## src/include/bcc_params.svh

```systemverilog
`ifndef BCC_PARAMS_SVH
`define BCC_PARAMS_SVH
`define BCC_CTRL1_OFFSET    8'ha8
`define BCC_STATUS_OFFSET   8'ha9
`define BCC_BIT_REQ         15
`define BCC_EOC_HI          12
`define BCC_EOC_LO          10
`define BCC_BIT_TCHOKE      9
`define BCC_BIT_UCHOKE      8
`define BCC_BIT_RECOV       7
`define BCC_BIT_ENDACT      6
`define BCC_BIT_FAST        5
`define BCC_BIT_THROT       4
`define BCC_BIT_NTC         3
`define BCC_BIT_HOT         2
`define BCC_BIT_COLD        1
`define BCC_BIT_DIE         0
`define BCC_CTRL1_RESET     16'h800f
`define BCC_PROT_MASK       16'h9ff1
`define BCC_SM_RESET_MASK   16'h83e0
`define BCC_WRITE_MASK      16'h9fff
`define BCC_EOC_BASE_MA     20
`define BCC_EOC_STEP_MA     10
`define BCC_RECOV_FAST_US   180
`define BCC_RECOV_SLOW_MS   20
`define BCC_CLK_MHZ         250
`define BCC_RECOV_FAST_CYC  (`BCC_RECOV_FAST_US * `BCC_CLK_MHZ)
`define BCC_RECOV_SLOW_CYC  (`BCC_RECOV_SLOW_MS * 1000 * `BCC_CLK_MHZ + 1)
`endif

```

## src/include/bcc_pkg.sv

```systemverilog
package bcc_pkg;
  typedef enum logic [1:0] {
    BCC_ST_OFF     = 2'h0,
    BCC_ST_TRICKLE = 2'h1,
    BCC_ST_FAST    = 2'h2,
    BCC_ST_RSVD    = 2'h3
  } bcc_chg_state_t;

  typedef struct packed {
    logic [7:0]  addr;
    logic [15:0] wdata;
    logic        wr;
    logic        rd;
  } bcc_bus_req_t;

  typedef struct packed {
    logic thermistor_absent_flag;
    logic battery_hot;
    logic battery_cold;
    logic die_hot;
  } bcc_faults_t;
endpackage : bcc_pkg

```

## src/logic/bcc_recovery_timer.sv

```systemverilog
`timescale 1ns/10ps
`include "bcc_params.svh"
module bcc_recovery_timer #(
  parameter int unsigned FAST_CYC = `BCC_RECOV_FAST_CYC,
  parameter int unsigned SLOW_CYC = `BCC_RECOV_SLOW_CYC
) (
  input  wire logic clock_i,
  input  wire logic rst_i,
  input  wire logic ce_i,
  input  wire logic slow_i,
  input  wire logic restart_i,
  output logic      done_o
);
  logic [31:0] cnt_q;
  logic [31:0] limit;

  initial begin
    if (FAST_CYC < 1 || SLOW_CYC < FAST_CYC) $error("bad recovery counts");
  end

  assign limit = slow_i ? SLOW_CYC : FAST_CYC;

  always_ff @(posedge clock_i or posedge rst_i) begin
    if (rst_i) begin
      cnt_q <= 32'h0;
    end else if (ce_i) begin
      if (restart_i) begin
        cnt_q <= 32'h0;
      end else if (cnt_q < limit) begin
        cnt_q <= cnt_q + 32'h1;
      end
    end
  end

  assign done_o = (cnt_q >= limit);
endmodule : bcc_recovery_timer

```

## src/logic/bcc_charger_ctrl.sv

```systemverilog
// Design decision made here: strobed register access.
`timescale 1ns/10ps
`include "bcc_params.svh"
// Contract
// RQ1: bit 15 zero forces charge current off; one enables control; default one.
// RQ2: bits 12:10 pick end current, 20mA plus 10mA per code; default 000.
// RQ3: bit 9 enables thermal choking in trickle; default zero.
// RQ4: bit 8 enables usb current choking in trickle; default zero.
// RQ5: bit 7 picks recovery step-up constant, 180us or over 20ms.
// RQ6: bit 6 zero cuts current at charge end; one runs to timeout.
// RQ7: bit 5 permits fast charge, started only once conditions are valid.
// RQ8: fast permit held zero, writes ignored until fast-ready goes high.
// RQ9: bit 4 enables usb throttling during fast charge; default zero.
// RQ10: bit 3 makes charger obey thermistor-absent flag; default one.
// RQ11: bit 2 makes charger obey battery hot; default one.
// RQ12: bit 1 makes charger obey battery cold; default one.
// RQ13: bit 0 makes charger obey die over-temperature; default one.
// RQ14: protected bits change only while key unlocked; bits 3..1 always writable.
// RQ15: state machine reset restores bits 15 and 9..5 only.
// RQ16: request bit only asks; separate active status reports real charging.
// RQ17: state status 00 off, 01 trickle, 10 fast, 11 reserved.
// RQ18: bits 14 and 13 read zero and ignore writes.
module bcc_charger_ctrl
  import bcc_pkg::*;
#(
  parameter int unsigned FAST_CYC = `BCC_RECOV_FAST_CYC,
  parameter int unsigned SLOW_CYC = `BCC_RECOV_SLOW_CYC
) (
  input  wire logic                  clock_i,
  input  wire logic                  rst_i,
  input  wire logic                  ce_i,
  input  wire bcc_pkg::bcc_bus_req_t bus_i,
  output logic [15:0]                rdata_o,
  input  wire logic                  key_unlocked_i,
  input  wire logic                  sm_reset_i,
  input  wire logic                  fast_ready_i,
  input  wire logic                  conditions_ok_i,
  input  wire logic                  battery_full_i,
  input  wire logic                  timeout_i,
  input  wire logic                  choke_event_i,
  input  wire bcc_pkg::bcc_faults_t  faults_i,
  output logic                       charge_current_on_o,
  output logic [6:0]                 eoc_current_ma_o,
  output logic                       trickle_thermal_choke_en_o,
  output logic                       trickle_usb_choke_en_o,
  output logic                       fast_usb_throttle_en_o,
  output logic                       choke_recovered_o,
  output logic                       charging_active_status_o,
  output bcc_pkg::bcc_chg_state_t    charger_state_status_o
);
  import bcc_pkg::*;

  logic [15:0]    ctrl_q;
  logic [15:0]    rdata_q;
  logic           fast_ready_q;
  logic           ended_q;
  bcc_chg_state_t state_q;
  bcc_chg_state_t state_d;
  logic [15:0]    wmask;
  logic           fault;
  logic           run_ok;

  initial begin
    if (SLOW_CYC <= FAST_CYC) $error("slow recovery must exceed fast");
  end

  // protected bits need the key; reserved bits never take a write
  assign wmask = `BCC_WRITE_MASK & (key_unlocked_i ? 16'hffff : ~`BCC_PROT_MASK); // [RQ14] [RQ18]

  // sticky latch of the ready strobe so a later drop does not relock the bit
  always_ff @(posedge clock_i or posedge rst_i) begin
    if (rst_i) begin
      fast_ready_q <= 1'b0;
    end else if (ce_i) begin
      if (fast_ready_i) begin
        fast_ready_q <= 1'b1;
      end
    end
  end

  always_ff @(posedge clock_i or posedge rst_i) begin
    if (rst_i) begin
      ctrl_q <= `BCC_CTRL1_RESET; // [RQ1] [RQ2] [RQ10] [RQ11] [RQ12] [RQ13]
    end else if (ce_i) begin
      if (sm_reset_i) begin
        ctrl_q <= (ctrl_q & ~`BCC_SM_RESET_MASK) | (`BCC_CTRL1_RESET & `BCC_SM_RESET_MASK); // [RQ15]
      end else if (bus_i.wr && bus_i.addr == `BCC_CTRL1_OFFSET) begin
        ctrl_q <= (ctrl_q & ~wmask) | (bus_i.wdata & wmask); // [RQ14]
        if (!fast_ready_q) begin
          ctrl_q[`BCC_BIT_FAST] <= 1'b0; // [RQ8]
        end
      end else if (!fast_ready_q) begin
        ctrl_q[`BCC_BIT_FAST] <= 1'b0; // [RQ8]
      end
    end
  end

  always_ff @(posedge clock_i or posedge rst_i) begin
    if (rst_i) begin
      rdata_q <= 16'h0;
    end else if (ce_i) begin
      if (bus_i.rd) begin
        case (bus_i.addr)
          `BCC_CTRL1_OFFSET:  rdata_q <= ctrl_q;
          `BCC_STATUS_OFFSET: rdata_q <= {charging_active_status_o, 1'b0, state_q, 12'h0}; // [RQ16] [RQ17]
          default:            rdata_q <= 16'h0;
        endcase
      end else begin
        rdata_q <= 16'h0;
      end
    end
  end
  assign rdata_o = rdata_q;

  // masked fault sources
  assign fault = (faults_i.thermistor_absent_flag & ctrl_q[`BCC_BIT_NTC])  // [RQ10]
               | (faults_i.battery_hot  & ctrl_q[`BCC_BIT_HOT])            // [RQ11]
               | (faults_i.battery_cold & ctrl_q[`BCC_BIT_COLD])           // [RQ12]
               | (faults_i.die_hot      & ctrl_q[`BCC_BIT_DIE]);           // [RQ13]

  assign run_ok = ctrl_q[`BCC_BIT_REQ] && conditions_ok_i && !fault && !ended_q; // [RQ1] [RQ16]

  always_ff @(posedge clock_i or posedge rst_i) begin
    if (rst_i) begin
      ended_q <= 1'b0;
    end else if (ce_i) begin
      if (!ctrl_q[`BCC_BIT_REQ]) begin
        ended_q <= 1'b0;
      end else if (state_q != BCC_ST_OFF &&
                   ((battery_full_i && !ctrl_q[`BCC_BIT_ENDACT]) || timeout_i)) begin
        ended_q <= 1'b1; // [RQ6]
      end
    end
  end

  always_comb begin
    state_d = BCC_ST_OFF;
    case (state_q)
      BCC_ST_OFF, BCC_ST_TRICKLE, BCC_ST_FAST: begin
        if (!run_ok) begin
          state_d = BCC_ST_OFF;
        end else if (ctrl_q[`BCC_BIT_FAST]) begin
          state_d = BCC_ST_FAST; // [RQ7]
        end else begin
          state_d = BCC_ST_TRICKLE;
        end
      end
      default: state_d = BCC_ST_OFF;
    endcase
  end

  always_ff @(posedge clock_i or posedge rst_i) begin
    if (rst_i) begin
      state_q <= BCC_ST_OFF;
    end else if (ce_i) begin
      state_q <= state_d; // [RQ17]
    end
  end

  // choke recovery restarts on each choke event
  bcc_recovery_timer #(
    .FAST_CYC (FAST_CYC),
    .SLOW_CYC (SLOW_CYC)
  ) u_recov (
    .clock_i   (clock_i),
    .rst_i     (rst_i),
    .ce_i      (ce_i),
    .slow_i    (ctrl_q[`BCC_BIT_RECOV]), // [RQ5]
    .restart_i (choke_event_i),
    .done_o    (choke_recovered_o)
  );

  assign charging_active_status_o   = (state_q != BCC_ST_OFF); // [RQ16]
  assign charger_state_status_o     = state_q;
  assign charge_current_on_o        = charging_active_status_o; // [RQ1] [RQ6]
  assign eoc_current_ma_o           = 7'(`BCC_EOC_BASE_MA) +
                                      7'(ctrl_q[`BCC_EOC_HI:`BCC_EOC_LO]) * 7'(`BCC_EOC_STEP_MA); // [RQ2]
  assign trickle_thermal_choke_en_o = ctrl_q[`BCC_BIT_TCHOKE] && state_q == BCC_ST_TRICKLE; // [RQ3]
  assign trickle_usb_choke_en_o     = ctrl_q[`BCC_BIT_UCHOKE] && state_q == BCC_ST_TRICKLE; // [RQ4]
  assign fast_usb_throttle_en_o     = ctrl_q[`BCC_BIT_THROT] && state_q == BCC_ST_FAST;     // [RQ9]

  a_fast_locked: assert property (@(posedge clock_i) disable iff (rst_i) // [RQ8]
    !fast_ready_q |-> !ctrl_q[`BCC_BIT_FAST]) else $error("fast permit set before ready");

  a_prot_write: assert property (@(posedge clock_i) disable iff (rst_i) // [RQ14]
    ce_i && bus_i.wr && bus_i.addr == `BCC_CTRL1_OFFSET && !key_unlocked_i && !sm_reset_i
    |=> ctrl_q[15] == $past(ctrl_q[15]) && ctrl_q[0] == $past(ctrl_q[0])) else $error("protected bit changed");

  a_open_write: assert property (@(posedge clock_i) disable iff (rst_i) // [RQ14]
    ce_i && bus_i.wr && bus_i.addr == `BCC_CTRL1_OFFSET && !sm_reset_i
    |=> ctrl_q[3:1] == $past(bus_i.wdata[3:1])) else $error("open bits not written");

  a_rsvd_zero: assert property (@(posedge clock_i) disable iff (rst_i) // [RQ18]
    ctrl_q[14:13] == 2'h0) else $error("reserved bits nonzero");

  a_sm_reset: assert property (@(posedge clock_i) disable iff (rst_i) // [RQ15]
    ce_i && sm_reset_i |=> ctrl_q[15] && ctrl_q[9:5] == 5'h0
      && ctrl_q[12:10] == $past(ctrl_q[12:10])) else $error("sm reset wrong");

  a_req_off: assert property (@(posedge clock_i) disable iff (rst_i) // [RQ1]
    ce_i && !ctrl_q[`BCC_BIT_REQ] |=> !charge_current_on_o) else $error("current on while request off");

  a_no_fast: assert property (@(posedge clock_i) disable iff (rst_i) // [RQ7]
    ce_i && !ctrl_q[`BCC_BIT_FAST] |=> state_q != BCC_ST_FAST) else $error("fast without permit");

  a_state_code: assert property (@(posedge clock_i) disable iff (rst_i) // [RQ17]
    state_q != BCC_ST_RSVD) else $error("reserved state code");

  a_die_fault: assert property (@(posedge clock_i) disable iff (rst_i) // [RQ13]
    ce_i && faults_i.die_hot && ctrl_q[`BCC_BIT_DIE] |=> !charging_active_status_o) else $error("die fault ignored");

  a_eoc_value: assert property (@(posedge clock_i) disable iff (rst_i) // [RQ2]
    ctrl_q[12:10] == 3'h7 |-> eoc_current_ma_o == 7'd90) else $error("eoc current wrong");

  a_read_data: assert property (@(posedge clock_i) disable iff (rst_i)
    ce_i && bus_i.rd && bus_i.addr == `BCC_CTRL1_OFFSET ##1 1'b1 |-> rdata_o == $past(ctrl_q))
    else $error("read data wrong");
endmodule : bcc_charger_ctrl

```

## config.mk

```make
export PLATFORM = sky130hd
export DESIGN_NAME = bcc_charger_ctrl
export DESIGN_NICKNAME = d
export VERILOG_FILES = /design/src/include/bcc_pkg.sv /design/src/logic/bcc_recovery_timer.sv /design/src/logic/bcc_charger_ctrl.sv
export VERILOG_INCLUDE_DIRS = /design/src /design/src/include
export SDC_FILE = /design/constraint.sdc
export NUM_CORES = 1
export LEC_CHECK = 0
export BUFFER_PORTS_ARGS = -buffer_cell sky130_fd_sc_hd__buf_2
export CORE_UTILIZATION = 35
export DETAILED_ROUTE_END_ITERATION = 10
export GPL_ROUTABILITY_DRIVEN = 0
export PLACE_DENSITY = 0.66
export SLEW_MARGIN = 20
export SYNTH_ARGS = -nofsm -noshare
export SYNTH_HDL_FRONTEND = slang
export SYNTH_SLANG_ARGS = --single-unit
```

## constraint.sdc

```tcl
create_clock -name clock_i -period 2.85 [get_ports clock_i]
set_input_delay 0.285 -clock clock_i [delete_from_list [all_inputs] [get_ports clock_i]]
set_output_delay 0.285 -clock clock_i [all_outputs]
set_load 0.03 [all_outputs]
```

==> results.txt <==
status -> finished clean
critical path data arrival time -> 2.43 ns
met2 wire len -> 3760 um
final hold violation count -> 0
Final Setup Violations -> 0
fin crit period -> 2.72 ns
DRC errors left -> 0
clock-pin slew on the worst setup and hold paths -> 0.08 ns
hold endpoint -> fast_ready_q$_DFFE_PP0P_
mean post-synth cell area -> 9.86 um2
area of the die -> 10500 um2
dominant synthesized flop cell -> dfrtp_1
top cell type by total area after synthesis -> dfrtp_1
port bufs -> 66
# diodes -> 0
top-area cell type share of the netlist area -> 42.3%
initial core utilization -> 36.1%
Crit Path Category -> reg -> out
endpoint type of the worst setup path -> primary output
Reg2Reg Capture Point -> u_recov.cnt_q[4]$_DFFE_PP0P_
ratio of cells with drive above 1 in the final layout -> 29.2%
Max Root-Sink Buffers -> 2
crit path launch type -> flip-flop
post-synth cell types -> 54
Pleak -> 2.09 nW
initial antenna violation count -> 0
postcts setup bufs -> 0
DR WL/cell -> 14.2 um
commonest non-fill, non-tap cell in the layout -> buf_2
Setup TNS Final -> 0 ns
Critical Path Slowest Stage Cell -> dfrtp_1
CTS Sinks -> 65
Die Wd -> 103 um
Synth Instances -> 360
vias in the first global route -> 2812
Top Layer Used -> met4
Worst Hold Launch -> fast_ready_i
Synth area leaders -> dfrtp_1 42%, ha_1 5.3%, dfstp_2 3.7%
Remaining Overflow, GRT -> 0
most used cell, CP -> nand2_1
Tcrit/Tclk final -> 95.3%
Reg2Reg Setup Slack -> 0.31 ns
RSZ-0062 raised after global routing -> no
WP buf/inv -> 2
reg2reg path depth -> 9
GR Util All Layers -> 16.7%
Critical Path Fanout Max -> 6
first-iteration detailed-routing DRC count -> 128
hold path cells -> 2
fin cells -> 571
Core Rows -> 36
Pwr Density -> 531 nW/um2
crit-path max cell delay -> 0.46 ns
H-tree levels -> 3
Fmax achieved -> 368 MHz
worst skew pair latency -> 0.34 ns
Syn. warnings -> 0
synthesized area -> 3550 um2
largest net degree at the start of global routing -> 41
peak supply drop -> 0.000273 V
hpwl dp -> 5830 um
CP delay by family, top -> simple AND/OR/NAND/NOR gates
Chip Height -> 103 um
drt pass-1 iters -> 4
IO Count -> 71
nets@finish -> 488
Seq/Total Area, Yosys -> 46.0%
Post-synth EDFFs -> 0
worst hold path class -> in -> reg
Post-Route WL -> 8080 um
commonest non-fill, non-tap cells in the layout -> 66 x buf_2, 60 x dfrtp_1, 30 x nand2_1
Max Cap Violations -> 0
Slew Limit Fails -> 0
relative slew slack -> 65.5%
FF+latch count, synth -> 65
cells along the critical path -> buf_4, ha_1, nand2_1, nor4_2, a221o_1, a21o_1, nand2_1, nand2_1, buf_2
routed length on met1 -> 3770 um
Worst Tran Pin Value -> 0.518 ns
clock root cell -> clkbuf_8
placed cells -> 554
clock skew -> 0.00885 ns
ys async rst share -> 100%
CTS tree -> yes
core area -> 9820 um2
Area Overhead vs Synth -> 20.6%
DR WL met3 -> 446 um
CTS Buf Count -> 9
via count -> 2949
first-pass GRT wire length -> 13500 um
worst reg2reg startpoint -> ctrl_q[7]$_DFFE_PP0P_
Critical Path RT -> 2.57 ns
DRT antenna net count -> 0
vias per cell -> 5.16
[how the worst max path moves through the flow]
stage,startpoint,end,slack [ns],cells past startpoint
final,ctrl_q[7]$_DFFE_PP0P_,choke_recovered_o,0.13,9
after detailed placement,ctrl_q[7]$_DFFE_PP0P_,u_recov.cnt_q[4]$_DFFE_PP0P_,0.31,9
after global placement,ctrl_q[7]$_DFFE_PP0P_,u_recov.cnt_q[1]$_DFFE_PP0P_,0.34,8
after floorplan,ctrl_q[7]$_DFFE_PP0P_,u_recov.cnt_q[1]$_DFFE_PP0P_,0.37,8
after CTS,ctrl_q[7]$_DFFE_PP0P_,choke_recovered_o,0.03,9
after global routing,ctrl_q[7]$_DFFE_PP0P_,choke_recovered_o,0.007,9
[synthesized netlist by cell type (all sizes together), types with 2 or more instances]
cell type and number:
a22oi 2, clkbuf 9, nand4 6, xnor2 3, nand2b 5, nor3 4
nand3 9, o22ai 6, a41oi 3, ha 15, or2 2, mux2i 4
a21oi 27, o211ai 3, a31o 2, and2 2, and3 14, dfstp 5
a211oi 2, and4 5, nor2b 11, o21ai 19, or3 2, mux2 8
nand3b 3, nand2 30, a22o 4, nor4 8, buf 9, o21a 10
a21o 5, inv 30, nor2 12, dfrtp 60, a31oi 9
[worst register-to-register path: cells and delay by family (launching register included)]
| kind | cells | cell delay (ns) |
|---|---|---|
| AOI/OAI and AO/OA | 4 | 0.62 |
| adders and majority gates | 1 | 0.31 |
| buffers and inverters | 2 | 0.40 |
| DFF | 1 | 0.46 |
| and+or+nand+nor | 2 | 0.69 |
[sequential cells by signal (all words and copies together), names as in the netlist, named ones only]
signal and flops:
u_recov.cnt_q 32, fast_ready_q 1, rdata_o 15, ctrl_q 9
charger_state_status_o 2, ended_q 1
[where the power goes]
part	switching (mW)	internal [mW]	leakage, nW
Combinational	0.210	0.147	1.12
Clock	0.384	0.500	0.106
Sequential	0.0692	0.964	0.868
[through the flow]
| stage | instance area, um2 | power [mW] | util, % | hold slack, ns | worst slack (ns) |
|---|---|---|---|---|---|
| global route | 4280 | 2.38 | 43.6 | 0.137 | 0.00703 |
| finish | 4280 | 2.27 | 43.6 | 0.141 | 0.133 |
| detailed placement | 4040 | 1.41 | 41.1 | 0.371 | 0.313 |
| floorplan | 3550 | 1.30 | - | 0.402 | 0.371 |
| global placement | 4040 | 1.40 | 41.1 | 0.368 | 0.344 |
| CTS | 4280 | 2.30 | 43.5 | 0.125 | 0.0294 |
[kinds of logic (layout without fill, tap and decap cells)]
family | count (synthesis) | after routing | share of synthesized area [%]
other | 1 | 2 | 0.106
buffers and inverters | 48 | 125 | 6.34
and+or+nand+nor | 118 | 118 | 18.6
AOI/OAI and AO/OA | 98 | 98 | 19.3
DFF | 65 | 65 | 46.0
muxes | 12 | 12 | 3.67
xor gates and xnor gates | 3 | 3 | 0.740
adders and majority gates | 15 | 15 | 5.29
[cell type report]
class,instances,area [um2]
Clock inverter,7,101
Sequential cell,65,1630
Multi-Input combinational cell,248,1700
Timing Repair Buffer,79,443
Clock buffer,9,124
Fill cell,975,5540
Tap cell,133,166
Inverter,30,113
[repair_timing]
| item | 4_1_cts | 5_1_grt |
|---|---|---|
| hold buffers | 1 | 0 |
| endpoints found under the setup margin | 0 | 1 |
| endpoints found under the hold margin | 20 | 0 |
| gates resized for setup | 0 | 1 |
[per-layer routing]
layer  up-vias  GRT usage (%)
li1       1444              -
met1      1424           22.2
met2        70           26.1
met3        11           5.36
met4         0           5.05
met5         -              0
Power figures use the tool's default switching activity.
